<file path="config.mk">
export PLATFORM = sky130hd
export DESIGN_NAME = eft_trip_matrix
export DESIGN_NICKNAME = d
export VERILOG_FILES = /design/src/eft_pkg.sv /design/src/eft_trip_matrix.sv
export SDC_FILE = /design/constraint.sdc
export NUM_CORES = 1
export LEC_CHECK = 0
export BUFFER_PORTS_ARGS = -buffer_cell sky130_fd_sc_hd__buf_2
export CORE_MARGIN = 4
export CORE_UTILIZATION = 50
export DETAILED_ROUTE_END_ITERATION = 10
export GPL_ROUTABILITY_DRIVEN = 0
export MAX_ROUTING_LAYER = met4
export PLACE_DENSITY = 0.7
export SLEW_MARGIN = 25
export SYNTH_ARGS = -nofsm -noshare
export SYNTH_HDL_FRONTEND = slang
export SYNTH_SLANG_ARGS = --single-unit
export TNS_END_PERCENT = 30
</file>
<file path="constraint.sdc">
create_clock -name pclk -period 11 [get_ports pclk]
set_input_delay 0.55 -clock pclk [delete_from_list [all_inputs] [get_ports pclk]]
set_output_delay 0.55 -clock pclk [all_outputs]
set_load 0.05 [all_outputs]
</file>
<file path="src/eft_pkg.sv">
// Package with register map, field layout, reset values and types of the earth-fault trip block.
package eft_pkg;
   // ****************************************
   // Register map (byte addresses)
   // ****************************************
   localparam logic [7:0] OFF_CTRL       = 8'h00;
   localparam logic [7:0] OFF_RESTR_THR  = 8'h04;
   localparam logic [7:0] OFF_RESID_THR  = 8'h08;
   localparam logic [7:0] OFF_DEF_DELAY  = 8'h0C;
   localparam logic [7:0] OFF_TIME_MULT  = 8'h10;
   localparam logic [7:0] OFF_STATUS     = 8'h14;
   localparam logic [7:0] OFF_IRQ_STATUS = 8'h18;
   localparam logic [7:0] OFF_IRQ_CLEAR  = 8'h1C;
   localparam logic [7:0] OFF_IRQ_ENABLE = 8'h20;

   // ****************************************
   // Field layout and reset values
   // ****************************************
   localparam int CTRL_BLOCK_LSB = 8;
   localparam int CTRL_INV_BIT  = 11;
   localparam int CTRL_CURVE_LSB = 12;
   localparam logic [7:0]  RST_ROUTING  = 8'hFF;
   localparam logic [2:0]  RST_BLOCKING = 3'h3;
   localparam logic [15:0] RST_RESTR_THR = 16'h0100;
   localparam logic [15:0] RST_RESID_THR = 16'h0100;
   localparam logic [15:0] RST_DEF_DELAY = 16'h0064;
   localparam logic [15:0] RST_TIME_MULT = 16'h0064;
   localparam logic [15:0] INV_SCALE     = 16'h0400;
   localparam int NUM_EVENTS = 4;

   // ****************************************
   // Timing
   // ****************************************
   localparam int unsigned CLK_PERIOD_NS = 5;
   localparam int unsigned TICK_NS       = 1000000;
   localparam int unsigned TICK_CYCLES   = TICK_NS / CLK_PERIOD_NS;

   // ****************************************
   // Types
   // ****************************************
   typedef enum logic [1:0] {CURVE_NORMAL = 2'h0, CURVE_VERY = 2'h1, CURVE_EXTREME = 2'h2, CURVE_LONG = 2'h3} eft_curve_t;
   typedef enum logic [2:0] {ST_IDLE = 3'b001, ST_TIMING = 3'b010, ST_TRIPPED = 3'b100} eft_stage_t;

   typedef struct packed {
      logic a;
      logic b;
      logic c;
      logic d;
   } eft_relay_t;

   typedef struct packed {
      logic [7:0]            output_routing_switches;
      logic [2:0]            blocking_routing_switches;
      logic                  inverse_sel;
      eft_curve_t            curve;
      logic [15:0]           restr_thr;
      logic [15:0]           resid_thr;
      logic [15:0]           def_delay;
      logic [15:0]           time_mult;
      logic [NUM_EVENTS-1:0] irq_status;
      logic [NUM_EVENTS-1:0] irq_enable;
      logic                  pready;
      logic [31:0]           prdata;
      logic                  pslverr;
      logic [17:0]           tick_cnt;
      logic                  tick;
      eft_stage_t            stage;
      logic [31:0]           acc;
      logic                  restricted_op;
      logic                  residual_start;
      logic                  residual_trip;
      logic                  fault_seen;
      eft_relay_t            relay;
      logic                  self_supervision_alarm;
      logic                  irq;
   } eft_state_t;
endpackage

</file>
<file path="src/eft_trip_matrix.sv">
// Earth-fault protection stages, output relay routing and APB register file.
module eft_trip_matrix #(
   parameter int unsigned TICK_CYCLES = eft_pkg::TICK_CYCLES
) (
   // APB slave
   input  wire logic        pclk,
   input  wire logic        presetn,
   input  wire logic        psel,
   input  wire logic        penable,
   input  wire logic        pwrite,
   input  wire logic [7:0]  paddr,
   input  wire logic [31:0] pwdata,
   output logic             pready,
   output logic [31:0]      prdata,
   output logic             pslverr,
   // Measured currents, one sample per clock
   input  wire logic [15:0] diff_current,
   input  wire logic [15:0] residual_current,
   // External control and health inputs
   input  wire logic        external_block_in,
   input  wire logic        aux_power_ok,
   input  wire logic        internal_fault,
   // Output relays and alarms
   output eft_pkg::eft_relay_t relay,
   output logic             self_supervision_alarm,
   output logic             irq
);

   // ****************************************
   // State
   // ****************************************
   eft_pkg::eft_state_t s_ff;
   eft_pkg::eft_state_t nxt_s;

   logic        blk;
   logic        restr_raw;
   logic        resid_raw;
   logic [15:0] excess;
   logic [31:0] inv_inc;
   localparam int NUM_EV = eft_pkg::NUM_EVENTS;
   logic [31:0] inv_limit;
   logic [NUM_EV-1:0] events;

   // ****************************************
   // Next-state logic
   // ****************************************
   always_comb
   begin
      nxt_s = s_ff;

      // Only switch 1 lets the single external input reach the stages.
      blk = external_block_in & s_ff.output_routing_switches[0];
      restr_raw = (diff_current > s_ff.restr_thr);
      resid_raw = (residual_current > s_ff.resid_thr);
      excess = resid_raw ? (residual_current - s_ff.resid_thr) : 16'h0000;

      // The inverse stage integrates a curve-shaped weight of the excess current.
      unique case (s_ff.curve)
         eft_pkg::CURVE_NORMAL:  inv_inc = {18'h00000, excess[15:2]};
         eft_pkg::CURVE_VERY:    inv_inc = {16'h0000, excess};
         eft_pkg::CURVE_EXTREME: inv_inc = (32'(excess) * 32'(excess)) >> 8;
         eft_pkg::CURVE_LONG:    inv_inc = {21'h000000, excess[15:5]};
      endcase
      if (inv_inc == 32'h0000_0000)
      begin
         inv_inc = 32'h0000_0001;
      end
      inv_limit = 32'(s_ff.time_mult) * 32'(eft_pkg::INV_SCALE);

      // Millisecond tick divider.
      nxt_s.tick = 1'b0;
      if (32'(s_ff.tick_cnt) >= TICK_CYCLES - 1)
      begin
         nxt_s.tick_cnt = 18'h00000;
         nxt_s.tick = 1'b1;
      end
      else
      begin
         nxt_s.tick_cnt = s_ff.tick_cnt + 18'h00001;
      end

      // Restricted stage: no intentional delay, only the output register.
      nxt_s.restricted_op = restr_raw & ~(blk & s_ff.blocking_routing_switches[0]);
      nxt_s.residual_start = resid_raw & ~(blk & s_ff.blocking_routing_switches[2]);

      // Residual stage timer.
      unique case (s_ff.stage)
         eft_pkg::ST_IDLE:
         begin
            nxt_s.acc = 32'h0000_0000;
            if (resid_raw)
            begin
               nxt_s.stage = eft_pkg::ST_TIMING;
            end
         end
         eft_pkg::ST_TIMING:
         begin
            if (!resid_raw)
            begin
               nxt_s.stage = eft_pkg::ST_IDLE;
            end
            else if (s_ff.inverse_sel && s_ff.acc >= inv_limit)
            begin
               nxt_s.stage = eft_pkg::ST_TRIPPED;
            end
            else if (!s_ff.inverse_sel && s_ff.acc >= {16'h0000, s_ff.def_delay})
            begin
               nxt_s.stage = eft_pkg::ST_TRIPPED;
            end
            else if (s_ff.tick)
            begin
               nxt_s.acc = s_ff.inverse_sel ? s_ff.acc + inv_inc : s_ff.acc + 32'h0000_0001;
            end
         end
         eft_pkg::ST_TRIPPED:
         begin
            if (!resid_raw)
            begin
               nxt_s.stage = eft_pkg::ST_IDLE;
            end
         end
         default:
         begin
            nxt_s.stage = eft_pkg::ST_IDLE;
         end
      endcase
      nxt_s.residual_trip = (s_ff.stage == eft_pkg::ST_TRIPPED) & resid_raw
                            & ~(blk & s_ff.blocking_routing_switches[1]);

      // Output routing matrix; switch n sits at bit n-1.
      nxt_s.relay.a = nxt_s.restricted_op
                      | (s_ff.output_routing_switches[5] & nxt_s.residual_trip);
      nxt_s.relay.b = nxt_s.residual_trip
                      | (s_ff.output_routing_switches[7] & nxt_s.restricted_op);
      nxt_s.relay.c = (s_ff.output_routing_switches[4] & nxt_s.residual_trip)
                      | (s_ff.output_routing_switches[6] & nxt_s.restricted_op);
      nxt_s.relay.d = (s_ff.output_routing_switches[1] & nxt_s.residual_start)
                      | (s_ff.output_routing_switches[3] & nxt_s.residual_trip);

      // Alarm is active high and resets to 1 so that a held-in-reset block reads as faulty.
      nxt_s.fault_seen = internal_fault | ~aux_power_ok;
      nxt_s.self_supervision_alarm = nxt_s.fault_seen;

      // ****************************************
      // APB access, one wait state
      // ****************************************
      events = {nxt_s.fault_seen & ~s_ff.fault_seen,
                nxt_s.residual_trip & ~s_ff.residual_trip,
                nxt_s.residual_start & ~s_ff.residual_start,
                nxt_s.restricted_op & ~s_ff.restricted_op};
      nxt_s.pready = 1'b0;
      if (psel && penable && !s_ff.pready)
      begin
         nxt_s.pready = 1'b1;
         nxt_s.pslverr = 1'b0;
         nxt_s.prdata = 32'h0000_0000;
         unique case (paddr)
            eft_pkg::OFF_CTRL:
               nxt_s.prdata = {18'h00000, s_ff.curve, s_ff.inverse_sel,
                               s_ff.blocking_routing_switches, s_ff.output_routing_switches};
            eft_pkg::OFF_RESTR_THR:  nxt_s.prdata = {16'h0000, s_ff.restr_thr};
            eft_pkg::OFF_RESID_THR:  nxt_s.prdata = {16'h0000, s_ff.resid_thr};
            eft_pkg::OFF_DEF_DELAY:  nxt_s.prdata = {16'h0000, s_ff.def_delay};
            eft_pkg::OFF_TIME_MULT:  nxt_s.prdata = {16'h0000, s_ff.time_mult};
            eft_pkg::OFF_STATUS:
               nxt_s.prdata = {21'h000000, s_ff.stage, s_ff.self_supervision_alarm, s_ff.relay,
                               s_ff.residual_trip, s_ff.residual_start, s_ff.restricted_op};
            eft_pkg::OFF_IRQ_STATUS: nxt_s.prdata = {28'h0000000, s_ff.irq_status};
            eft_pkg::OFF_IRQ_CLEAR:  nxt_s.prdata = 32'h0000_0000;
            eft_pkg::OFF_IRQ_ENABLE: nxt_s.prdata = {28'h0000000, s_ff.irq_enable};
            default:                 nxt_s.pslverr = 1'b1;
         endcase
         if (pwrite)
         begin
            nxt_s.prdata = 32'h0000_0000;
            if (paddr == eft_pkg::OFF_STATUS || paddr == eft_pkg::OFF_IRQ_STATUS)
            begin
               nxt_s.pslverr = 1'b1;
            end
         end
      end

      // Writes take effect at the completing edge.
      if (psel && penable && s_ff.pready && pwrite && !s_ff.pslverr)
      begin
         unique case (paddr)
            eft_pkg::OFF_CTRL:
            begin
               nxt_s.output_routing_switches = pwdata[7:0];
               nxt_s.blocking_routing_switches = pwdata[eft_pkg::CTRL_BLOCK_LSB +: 3];
               nxt_s.inverse_sel = pwdata[eft_pkg::CTRL_INV_BIT];
               nxt_s.curve = eft_pkg::eft_curve_t'(pwdata[eft_pkg::CTRL_CURVE_LSB +: 2]);
            end
            eft_pkg::OFF_RESTR_THR:  nxt_s.restr_thr = pwdata[15:0];
            eft_pkg::OFF_RESID_THR:  nxt_s.resid_thr = pwdata[15:0];
            eft_pkg::OFF_DEF_DELAY:  nxt_s.def_delay = pwdata[15:0];
            eft_pkg::OFF_TIME_MULT:  nxt_s.time_mult = pwdata[15:0];
            eft_pkg::OFF_IRQ_CLEAR:  nxt_s.irq_status = s_ff.irq_status & ~pwdata[NUM_EV-1:0];
            eft_pkg::OFF_IRQ_ENABLE: nxt_s.irq_enable = pwdata[NUM_EV-1:0];
            default:                 nxt_s.irq_enable = s_ff.irq_enable;
         endcase
      end
      // A new event wins over a clear in the same cycle.
      nxt_s.irq_status = nxt_s.irq_status | events;
      nxt_s.irq = |(nxt_s.irq_status & nxt_s.irq_enable);
   end

   // ****************************************
   // State register
   // ****************************************
   always_ff @(posedge pclk or negedge presetn)
   begin
      if (!presetn)
      begin
         s_ff <= '{output_routing_switches: eft_pkg::RST_ROUTING,
                   blocking_routing_switches: eft_pkg::RST_BLOCKING,
                   inverse_sel: 1'b0,
                   curve: eft_pkg::CURVE_NORMAL,
                   restr_thr: eft_pkg::RST_RESTR_THR,
                   resid_thr: eft_pkg::RST_RESID_THR,
                   def_delay: eft_pkg::RST_DEF_DELAY,
                   time_mult: eft_pkg::RST_TIME_MULT,
                   stage: eft_pkg::ST_IDLE,
                   fault_seen: 1'b1,
                   self_supervision_alarm: 1'b1,
                   default: '0};
      end
      else
      begin
         s_ff <= nxt_s;
      end
   end

   assign pready = s_ff.pready;
   assign prdata = s_ff.prdata;
   assign pslverr = s_ff.pslverr;
   assign relay = s_ff.relay;
   assign self_supervision_alarm = s_ff.self_supervision_alarm;
   assign irq = s_ff.irq;
endmodule

</file>
-- Yosys cells after proc, flatten, opt, wreduce, memory -nomap -nowiden
Cells that the tools add are included.
- bits in registers: 183
- bits of input ports: 80
- output and inout port bits: 40
- logic and storage cells: 141
- add/subtract/negate cells: 4
- $mul: 1
- $lt $le $gt $ge: 5
- equal/unequal tests: 21
- multiplexer cells: 25
- bitwise gates (word level): 35
- reductions and logical operators: 24
- operators with widths (kind ; number):
    $mux W32 ; 6
    $pmux W16 S8 ; 1
    $pmux W32 S4 ; 1
    $pmux W32 S2 ; 1
    $mux W34 ; 1
    $mux W33 ; 1
    $add A32 B1 Y32 const B ; 1
    $add A32 B32 Y32 ; 1
    $eq A8 B5 Y1 const B ; 4
    $ge A32 B16 Y1 ; 1
    $ge A32 B26 Y1 ; 1
    $gt A16 B16 Y1 ; 2
    $logic_not A32 Y1 ; 1
    $mul A16 B16 Y32 ; 1
    $add A18 B1 Y18 const B ; 1
    $and A1 B1 Y1 ; 18
    $ge A18 B18 Y1 const B ; 1
    $mux W18 ; 1
    $eq A8 B4 Y1 const B ; 2
    $mux W16 ; 1
    $sub A16 B16 Y16 ; 1
    $mux W3 ; 5
    $ne A2 B2 Y1 const B ; 6
    $reduce_and A2 Y1 ; 5
    27 further kinds ; 51

-- Logic depth before layout (Yosys ltp)
Gate-level depths: netlist of run 1.
- depth after elaboration: 13
- depth in mapped cells: 52
- depth with buffers taken out: 48

-- Worst setup path before layout of run 1
OpenSTA, ideal clock, no wires.
- path kind: input to register
- start: input port residual_current[0]
- end: register s_ff[36] (netlist name)
- library setup time: 0.119 ns
- data arrival time: 11.133 ns
- required time: 10.881 ns
- path slack: -0.252 ns
- stages on the path: 49
- path buffers: 5
- cells stage by stage: inv_1 -> ha_1 -> fa_1 -> nand2b_1 -> a211oi_2 -> o21ai_1 -> a21o_1 -> buf_4 -> buf_2 -> or2_2 -> clkbuf_1 -> inv_1 -> clkbuf_1 -> nand2_1 -> fa_1 -> fa_1 -> inv_1 -> fa_1 -> [... 13 more ...] -> a21oi_1 -> a2111o_1 -> a21bo_2 -> a21oi_1 -> o41ai_2 -> ha_1 -> fa_1 -> a21o_1 -> a21oi_1 -> o21ai_0 -> a41oi_1 -> o211ai_1 -> a32oi_1 -> o2bb2ai_1 -> o21ba_2 -> and4b_1 -> nor2_1 -> nor2_1
- longest elaborated chain between the ends: 13
- elaborated cells on any way between the ends: 16
- classes of those cells: add/sub (2); mul (1); order compare (1); eq/ne (1); mux (9); reduce/logical (2)
- RTL lines (what ; RTL line ; RTL):
    start: declaration ; eft_trip_matrix.sv:18 ; input wire logic [15:0] residual_current,
    $sub A16 B16 Y16 or $gt A16 B16 Y1 (tied branches) ; eft_trip_matrix.sv:55, eft_trip_matrix.sv:54 ;
    $mux W16 ; eft_trip_matrix.sv:55 ; excess = resid_raw ? (residual_current - s_ff.resid_thr) : 16'h0000;
    $mul A16 B16 Y32 ; eft_trip_matrix.sv:61 ; eft_pkg::CURVE_EXTREME: inv_inc = (32'(excess) * 32'(excess)) >> 8;
    $pmux W32 S4 ; eft_trip_matrix.sv:58 ; unique case (s_ff.curve)
    $logic_not A32 Y1 ; eft_trip_matrix.sv:64 ; if (inv_inc == 32'h0000_0000)
    $mux W32 ; eft_trip_matrix.sv:64 ;
    $add A32 B32 Y32 ; eft_trip_matrix.sv:112 ; nxt_s.acc = s_ff.inverse_sel ? s_ff.acc + inv_inc : s_ff.acc + 32'h0000_0001;
    $mux W32 ; eft_trip_matrix.sv:112 ;
    $mux W32 ; eft_trip_matrix.sv:110 ; else if (s_ff.tick)
    $mux W32 ; eft_trip_matrix.sv:106 ; else if (!s_ff.inverse_sel && s_ff.acc >= {16'h0000, s_ff.def_delay})
    $mux W32 ; eft_trip_matrix.sv:102 ; else if (s_ff.inverse_sel && s_ff.acc >= inv_limit)
    $mux W32 ; eft_trip_matrix.sv:98 ; if (!resid_raw)
    $pmux W32 S2 ; eft_trip_matrix.sv:87 ; unique case (s_ff.stage)
    end signal: assignment ; eft_trip_matrix.sv:215 ; s_ff <= '{output_routing_switches: eft_pkg::RST_ROUTING,
    end signal: assignment ; eft_trip_matrix.sv:230 ; s_ff <= nxt_s;
    end: declaration ; eft_trip_matrix.sv:32 ; eft_pkg::eft_state_t s_ff;
Parallel ways exist; a longest one is shown, timed or not. The select of a mux whose other input is x is not followed.
A chain may end at the register's enable or synchronous reset.

-- Worst setup path in the final report of run 1
- start: register s_ff[138] (netlist name)
- end: register s_ff[25] (netlist name)
- longest elaborated chain between the ends: 13
- elaborated cells on any way between the ends: 16
- classes of those cells: add/sub (2); mul (1); order compare (1); eq/ne (1); mux (9); reduce/logical (2)
- RTL lines (what ; RTL line):
    $sub A16 B16 Y16 or $gt A16 B16 Y1 (tied branches) ; eft_trip_matrix.sv:55, eft_trip_matrix.sv:54
    $mux W16 ; eft_trip_matrix.sv:55
    $mul A16 B16 Y32 ; eft_trip_matrix.sv:61
    $pmux W32 S4 ; eft_trip_matrix.sv:58
    $logic_not A32 Y1 ; eft_trip_matrix.sv:64
    $mux W32 ; eft_trip_matrix.sv:64
    $add A32 B32 Y32 ; eft_trip_matrix.sv:112
    $mux W32 ; eft_trip_matrix.sv:112
    $mux W32 ; eft_trip_matrix.sv:110
    $mux W32 ; eft_trip_matrix.sv:106
    $mux W32 ; eft_trip_matrix.sv:102
    $mux W32 ; eft_trip_matrix.sv:98
    $pmux W32 S2 ; eft_trip_matrix.sv:87
Parallel ways exist; a longest one is shown, timed or not. The select of a mux whose other input is x is not followed.

==> metrics, run 1 <==
status=finished clean; PD cells=237.5 nW/um^2; worst min path class=input pin to async pin; starting density of the core=between 50% and 60%; switching share of power=48.23%; count of state elements after synthesis=around 170; global-route wire length before repair=84240 microns; antenna-violating nets left=0; vias in the first global route=16175; drt first pass iters=7; Synth Warn #=0; design area=between 20000 and 25000 sq um; Max-Cap Viols=0; Setup CP Type=flop to flop; internal power=2.671 mW; Final Cycle Share=a little over nine tenths; synth top area cells=dfrtp_1 20%, fa_1 18%, ha_1 12%; DRC viols=0; CTS HTree Levels=4; Worst Hold Slack=between 100 and 150 ps; clock buffer depth=2; cell taking the most area after synthesis=dfrtp_1; critical path arrival=~11000 ps; clk_lat worst skew=around 440 ps; Fillers=a little over 3000; clock sink count=around 170; die width=200.8 microns; Worst-Margin Slew=a little over 900 ps; Yosys top cell area share=19.78%; Slew Limit Fails=0; CP endpoint kind=flop; Die Height=200.8 microns; slowest stage delay, CP=~560 ps; Layout Nets=between 2000 and 3000; Clock Skews=between 9 and 10 ps; min Tclk post-route=approximately 11000 ps; Final HPWL DP=about 42000 microns; Global Route Usage Sum=around a quarter; fmax=roughly 94 MHz; post-synth cell types=88; Post-synth top flop=dfrtp_1; Clock Power Share=between 10% and 20%; Port Buf Inserts=87; wire length per cell=18.75 microns; Leakage=about 11 nW; setup TNS=0 ps; Remaining Overflow, GRT=0; Core Area=roughly 37000 sq um; part of the power in registers=12.7%; DP Area=20620 sq um; Max VDD drop=around 0.00033 V; cts bufs inserted=17; Net Switching=~2.5 mW; CTS tree=built; root buf cell=clkbuf_16; Critical Path Source Type=flop; Slew HR=a little under two fifths; setup violators final=0; Clock Pin Slew Worst Setup and Hold Paths=70 ps; initial DRC count=1312; number of synthesized flops with an enable pin=0; synthesized area=between 15000 and 20000 sq um; Hold-fix buffers, CTS=0; Total Wirelength=around 52000 microns; Cells after Synth=around 2100; Vias=approximately 16000; CP required=~11000 ps; asr flop ratio synth=100.0%; Std-Cell Rows=70; RSZ-0062 raised after global routing=true; CP Max Fanout=7; Top Ports=120; final hold violations=0; critical path's slowest cell=fa_1; ratio of cells with drive above 1 in the final layout=roughly 22%; post-synthesis sequential area ratio=approximately 23%; Syn Area/Cell=8.879 sq um; area delta synth->final=16.82%; pin count of the biggest net entering global routing=88; vias per inst=roughly 5.7; initial antenna violation count=3; most frequent CP cell=fa_1; die area=slightly above 40000 sq um; Comb power frac=about three quarters
==> per-layer routing <==
layer  vias to the layer above  part of all wire, %  global-route usage (%)
met4                         0                  3.8                   9.489
met1                      7752                   42                   34.17
met2                       553                   48                   43.17
met3                       137                  6.2                   3.554
met5                         -                    0                       -
li1                       7443                    -                       -
==> critical path: cells and delay by family (launching register included) <==
kind,cells,cell delay [ps]
buffers and inverters,8,940
AND/OR/NAND/NOR,8,1580
XOR/XNOR,1,160
AO/OA/AOI/OAI,18,3360
flip-flops,1,410
adder cells (fa/ha/maj),10,4070
==> state kept, by name, indices dropped and copies added (netlist names) <==
signal / count
self_supervision_alarm: 1
pready: 1
irq: 1
relay: 4
s_ff: 143
pslverr: 1
prdata: 16
==> metrics by stage <==
step | cells | total power, mW | util (%) | setup slack, ps
floorplan | 2109 | 2.878 | - | 29.71
global placement | 2752 | 4.062 | 56.32 | -257.1
detailed placement | 2752 | 4.120 | 56.32 | -423.4
CTS | 2785 | 4.756 | 58.02 | 5.379
global route | 2798 | 5.633 | 59.33 | -129.4
finish | 2798 | 5.159 | 59.33 | 313.6
==> timing repair <==
action | 4_1_cts | 5_1_grt
buffers inserted | 1 | 10
gates resized for setup | 18 | 85
gates cloned | 0 | 0
endpoints found under the setup margin | 7 | 16
pin swaps | 9 | 53
==> cell usage after synthesis (all sizes together) (22+ instances only) <==
master / number
a21oi: 81
nand2: 198
a22o: 25
nor2: 151
nand3: 38
mux2: 50
a21o: 47
o21ai: 100
clkbuf: 63
and2: 29
xor2: 36
ha: 184
dfrtp: 147
buf: 48
inv: 322
xnor2: 32
o31ai: 22
nand2b: 25
nor3: 25
fa: 165
==> layout by cell type, fill, tap and decap left out, types with 74 or more instances in the layout <==
cell type  count
buf_2         86
dfrtp_1      146
inv_1        316
nor2_1       143
buf_4        199
ha_1         175
a21oi_1       74
o21ai_0       87
nand2_1      192
fa_1         160
==> cell families after synthesis <==
| group | synth area share, % |
|---|---|
| other | 0.02017 |
| xor gates and xnor gates | 3.203 |
| and+or+nand+nor | 14.87 |
| adders and majority gates | 30.15 |
| muxes | 4.300 |
| buffers and inverters | 9.643 |
| DFF | 22.61 |
| AOI/OAI and AO/OA | 15.21 |
==> power groups by stage <==
| stage | combinational (mW) | sequential, mW | clock, mW |
|---|---|---|---|
| CTS | 3.52 | 0.656 | 0.582 |
| global placement | 3.40 | 0.667 | 0 |
| floorplan | 2.21 | 0.663 | 0 |
| global route | 4.37 | 0.659 | 0.607 |
| finish | 3.93 | 0.657 | 0.574 |
| detailed placement | 3.45 | 0.667 | 0 |
==> path summary, 6_finish.rpt <==
| check | slack, ps | startpoint | depth (start not counted) | endpoint |
|---|---|---|---|---|
| min in group pclk | 280 | aux_power_ok | 2 | self_supervision_alarm |
| setup / recovery | 310 | s_ff[138] | 45 | s_ff[25] |
| max in group asynchronous | 9570 | presetn | 2 | s_ff[144] |
| setup reg to reg | 310 | s_ff[138] | 45 | s_ff[25] |
| hold / removal | 130 | presetn | 1 | prdata[3] |
| hold reg to reg | 480 | s_ff[46] | 1 | s_ff[46] |
==> final cells by class <==
| cell class | count | area (sq um) | share of cell area, % |
|---|---|---|---|
| well taps | 468 | 585.6 | 2.696 |
| inverters | 326 | 1235 | 5.686 |
| clock inverters | 12 | 108.9 | 0.5012 |
| diodes | 3 | 7.507 | 0.03456 |
| clock buffers | 20 | 456.7 | 2.103 |
| multi-input cells | 1505 | 13060 | 60.14 |
| flip-flops and latches | 167 | 4205 | 19.36 |
| repair buffers | 297 | 2059 | 9.482 |
Power figures use the tool's default switching activity.
==> run 2, diff against run 1 <==
Settings changed: ABC_AREA set to 1.
==> run 2 against run 1 <==
Compared with the run above: routed wire length is 1.6% lower; first-iteration DRC count is 0.53% higher; highest routed layer unchanged; cell count is 6.9% higher; non-clock buffer count is 157 lower; critical path type unchanged; synthesized cell count is 16% higher; critical path depth is 12 higher; design area is 6.7% lower; largest cell class unchanged.
==> metrics, run 2 <==
Reg-to-Reg Start=s_ff[138]; synthesized area=18560 sq um (-0.16%); Cells after Synth=2423 (+16%); Fillers=3400 (+9.1%); most common cell after layout, fill and taps aside=nand2_1; clock sink count=167 (unchanged); Top Ports=120 (unchanged); worst min path class=input pin to async pin; Max-Cap Viols=0 (unchanged); Worst Hold Slack=52.28 ps (-74.71 ps); Yosys top cell area share=19.82% (+0.032 points); design area=20270 sq um (-6.7%); WL met3=3637 microns (+11%); initial DRC count=1319 (+0.53%); setup violators final=0 (unchanged); Worst-Margin Slew=1183 ps (+247.9 ps); die area=40270 sq um (-0.15%); slowest stage delay, CP=570 ps (about the same); vias per inst=5.509 (-3.0%); Max VDD drop=0.0002493 V (-24%); DRC viols=0 (unchanged); Post-synth top flop=dfrtp_1; fmax=96.17 MHz (+2.8%); final hold violations=0 (unchanged); vias in the first global route=16540 (+2.3%); CTS tree=built; initial antenna violation count=0 (-3); ANT cells=0 (-3); cell taking the most area after synthesis=dfrtp_1; CTS HTree Levels=4 (unchanged); Final Cycle Share=94.53% (-2.6 points); register area=4205 sq um (unchanged); worst reg2reg path endpoint=s_ff[34]; pin count of the biggest net entering global routing=66 (-25%); Final HPWL DP=41980 microns (-0.15%); drt first pass iters=6 (-1); flip-flop count of the largest register after layout=143 (unchanged); Largest Register=s_ff; critical path arrival=10700 ps (-310 ps); R2R setup slack=600 ps (+290 ps); Critical Path Source Type=flop; wire length per cell=17.26 microns (-7.9%); count of state elements after synthesis=167 (unchanged); asr flop ratio synth=100.0% (unchanged); Max Used Layer=met4; area delta synth->final=9.221%; area of the multi-input gates=12180 sq um (-6.8%); Slew Limit Fails=0 (unchanged); Leakage=10.28 nW (-9.3%); Clock Skews=13.77 ps (+4.584 ps); Std-Cell Rows=70 (unchanged); CP endpoint kind=flop; Placed Instances=2956 (+7.4%); global-route wire length before repair=85170 microns (+1.1%); Global Route Usage Sum=26.46% (about the same); most frequent CP cell=nand2_1; starting density of the core=50.70% (-0.082 points); PD cells=249.3 nW/um^2 (+5.0%); CP required=11300 ps (-20 ps); Setup CP Type=flop to flop; clock buffer depth=2 (unchanged); ratio of cells with drive above 1 in the final layout=10.27% (-12 points); root buf cell=clkbuf_16; Clock Pin Slew Worst Setup and Hold Paths=70 ps (about the same); CP Max Fanout=7 (unchanged); most common cell in the netlist=nand2_1; Hold-fix buffers, CTS=0 (unchanged); clk_lat worst skew=440 ps (about the same); Synth Warn #=0 (unchanged); most frequent cells in the layout=476 x nand2_1, 458 x inv_1, 213 x nor2_1; DP Area=19560 sq um (-5.1%); Metal-1 WL=21510 microns (-1.2%); antenna-violating nets left=0 (unchanged); Syn Area/Cell=7.661 sq um (-14%); die width=200.7 microns (about the same); Commonest cells post-synth=477 x nand2_1, 458 x inv_1, 218 x nor2_1; Die Height=200.7 microns (about the same); Layout Nets=2938 (+7.1%); metal2 WL=24710 microns (-2.8%); Remaining Overflow, GRT=0 (unchanged); critical path's slowest cell=fa_1; Port Buf Inserts=87 (unchanged); Slew HR=19.07% (-18 points); cts bufs inserted=17 (unchanged); min Tclk post-route=10400 ps (-288.4 ps); post-synthesis sequential area ratio=22.65% (+0.037 points); synth top area cells=dfrtp_1 20%, fa_1 18%, ha_1 12%; Total Wirelength=51610 microns (-1.6%); Core Area=36610 sq um (unchanged); status=finished clean; reg2reg path depth=57 (+27%); number of synthesized flops with an enable pin=0 (unchanged); Finished Layout Cells=2990 (+6.9%); post-synth cell types=69 (-22%); Vias=16472 (+3.7%)
[run 2: changes by cell type in the layout (fill, tap and decap cells not counted), moves of 25 or more]
cell,change
a21o_1,-39
a21oi_1,+50
a22o_1,-25
buf_4,-151
inv_1,+142
mux2_2,-49
nand2_1,+284
nor2_1,+70
o21ai_0,+105
[run 2: worst max path at each step]
stage          slack (ps)        to                start
2_1_floorplan        1370  s_ff[34]  residual_current[0]
3_3_place_gp          340  s_ff[34]  residual_current[0]
3_5_place_dp          250  s_ff[34]  residual_current[0]
5_1_grt               -10  s_ff[34]            s_ff[138]
6_report              600  s_ff[34]            s_ff[138]
4_1_cts               390  s_ff[34]            s_ff[138]
[run 2: worst max-delay path, delay by kind of cell, from the launching register on]
kind / cells / cell delay [ps]
flip-flops: 1 / 450
buffers and inverters: 10 / 950
AND/OR/NAND/NOR: 24 / 2470
AO/OA/AOI/OAI: 12 / 1960
adder cells (fa/ha/maj): 11 / 4420
[run 2: per-stage QoR]
step / total power, mW / setup slack (ps) / TNS (ps) / util (%)
after global routing: 5.597 / -11.44 / -11.44 / 55.38
after detailed placement: 4.300 / 248.3 / 0 / 53.42
after CTS: 4.975 / 393.9 / 0 / 55.16
after global placement: 4.223 / 344.9 / 0 / 53.42
after floorplan: 3.327 / 1370 / 0 / -
final: 5.054 / 602.1 / 0 / 55.38
[run 2: layer usage]
metal  vias to the layer above  GRT usage, %
met5                         -             -
met4                         0         7.940
met3                       135         3.586
met2                       640         43.46
met1                      7856         34.51
li1                       7841             -
[run 2: report_power, final]
part	internal [mW]	switching (mW)
logic	1.33	2.44
registers	0.627	0.0107
clock network	0.370	0.277
total	2.32	2.73
[run 2: cells by family after synthesis]
| logic type | synth area share, % |
|---|---|
| flip-flops | 22.65 |
| AND/OR/NAND/NOR | 19.57 |
| buffers and inverters | 12.36 |
| adder cells (fa/ha/maj) | 30.20 |
| other | 0.02020 |
| XOR/XNOR | 1.557 |
| multiplexers | 0.05393 |
| AO/OA/AOI/OAI | 13.60 |
[run 2: final cells by class]
class | count | share of cell area, %
tap | 468 | 2.888
timing repair buffer | 140 | 4.363
clock buffer | 18 | 2.117
inverter | 473 | 8.800
sequential | 167 | 20.74
clock inverter | 14 | 1.024
multi-input combinational | 1710 | 60.07
[run 2: what timing repair did]
action,CTS,global route
setup endpoints to repair,0,8
gates resized for setup,0,22
setup buffers,0,2
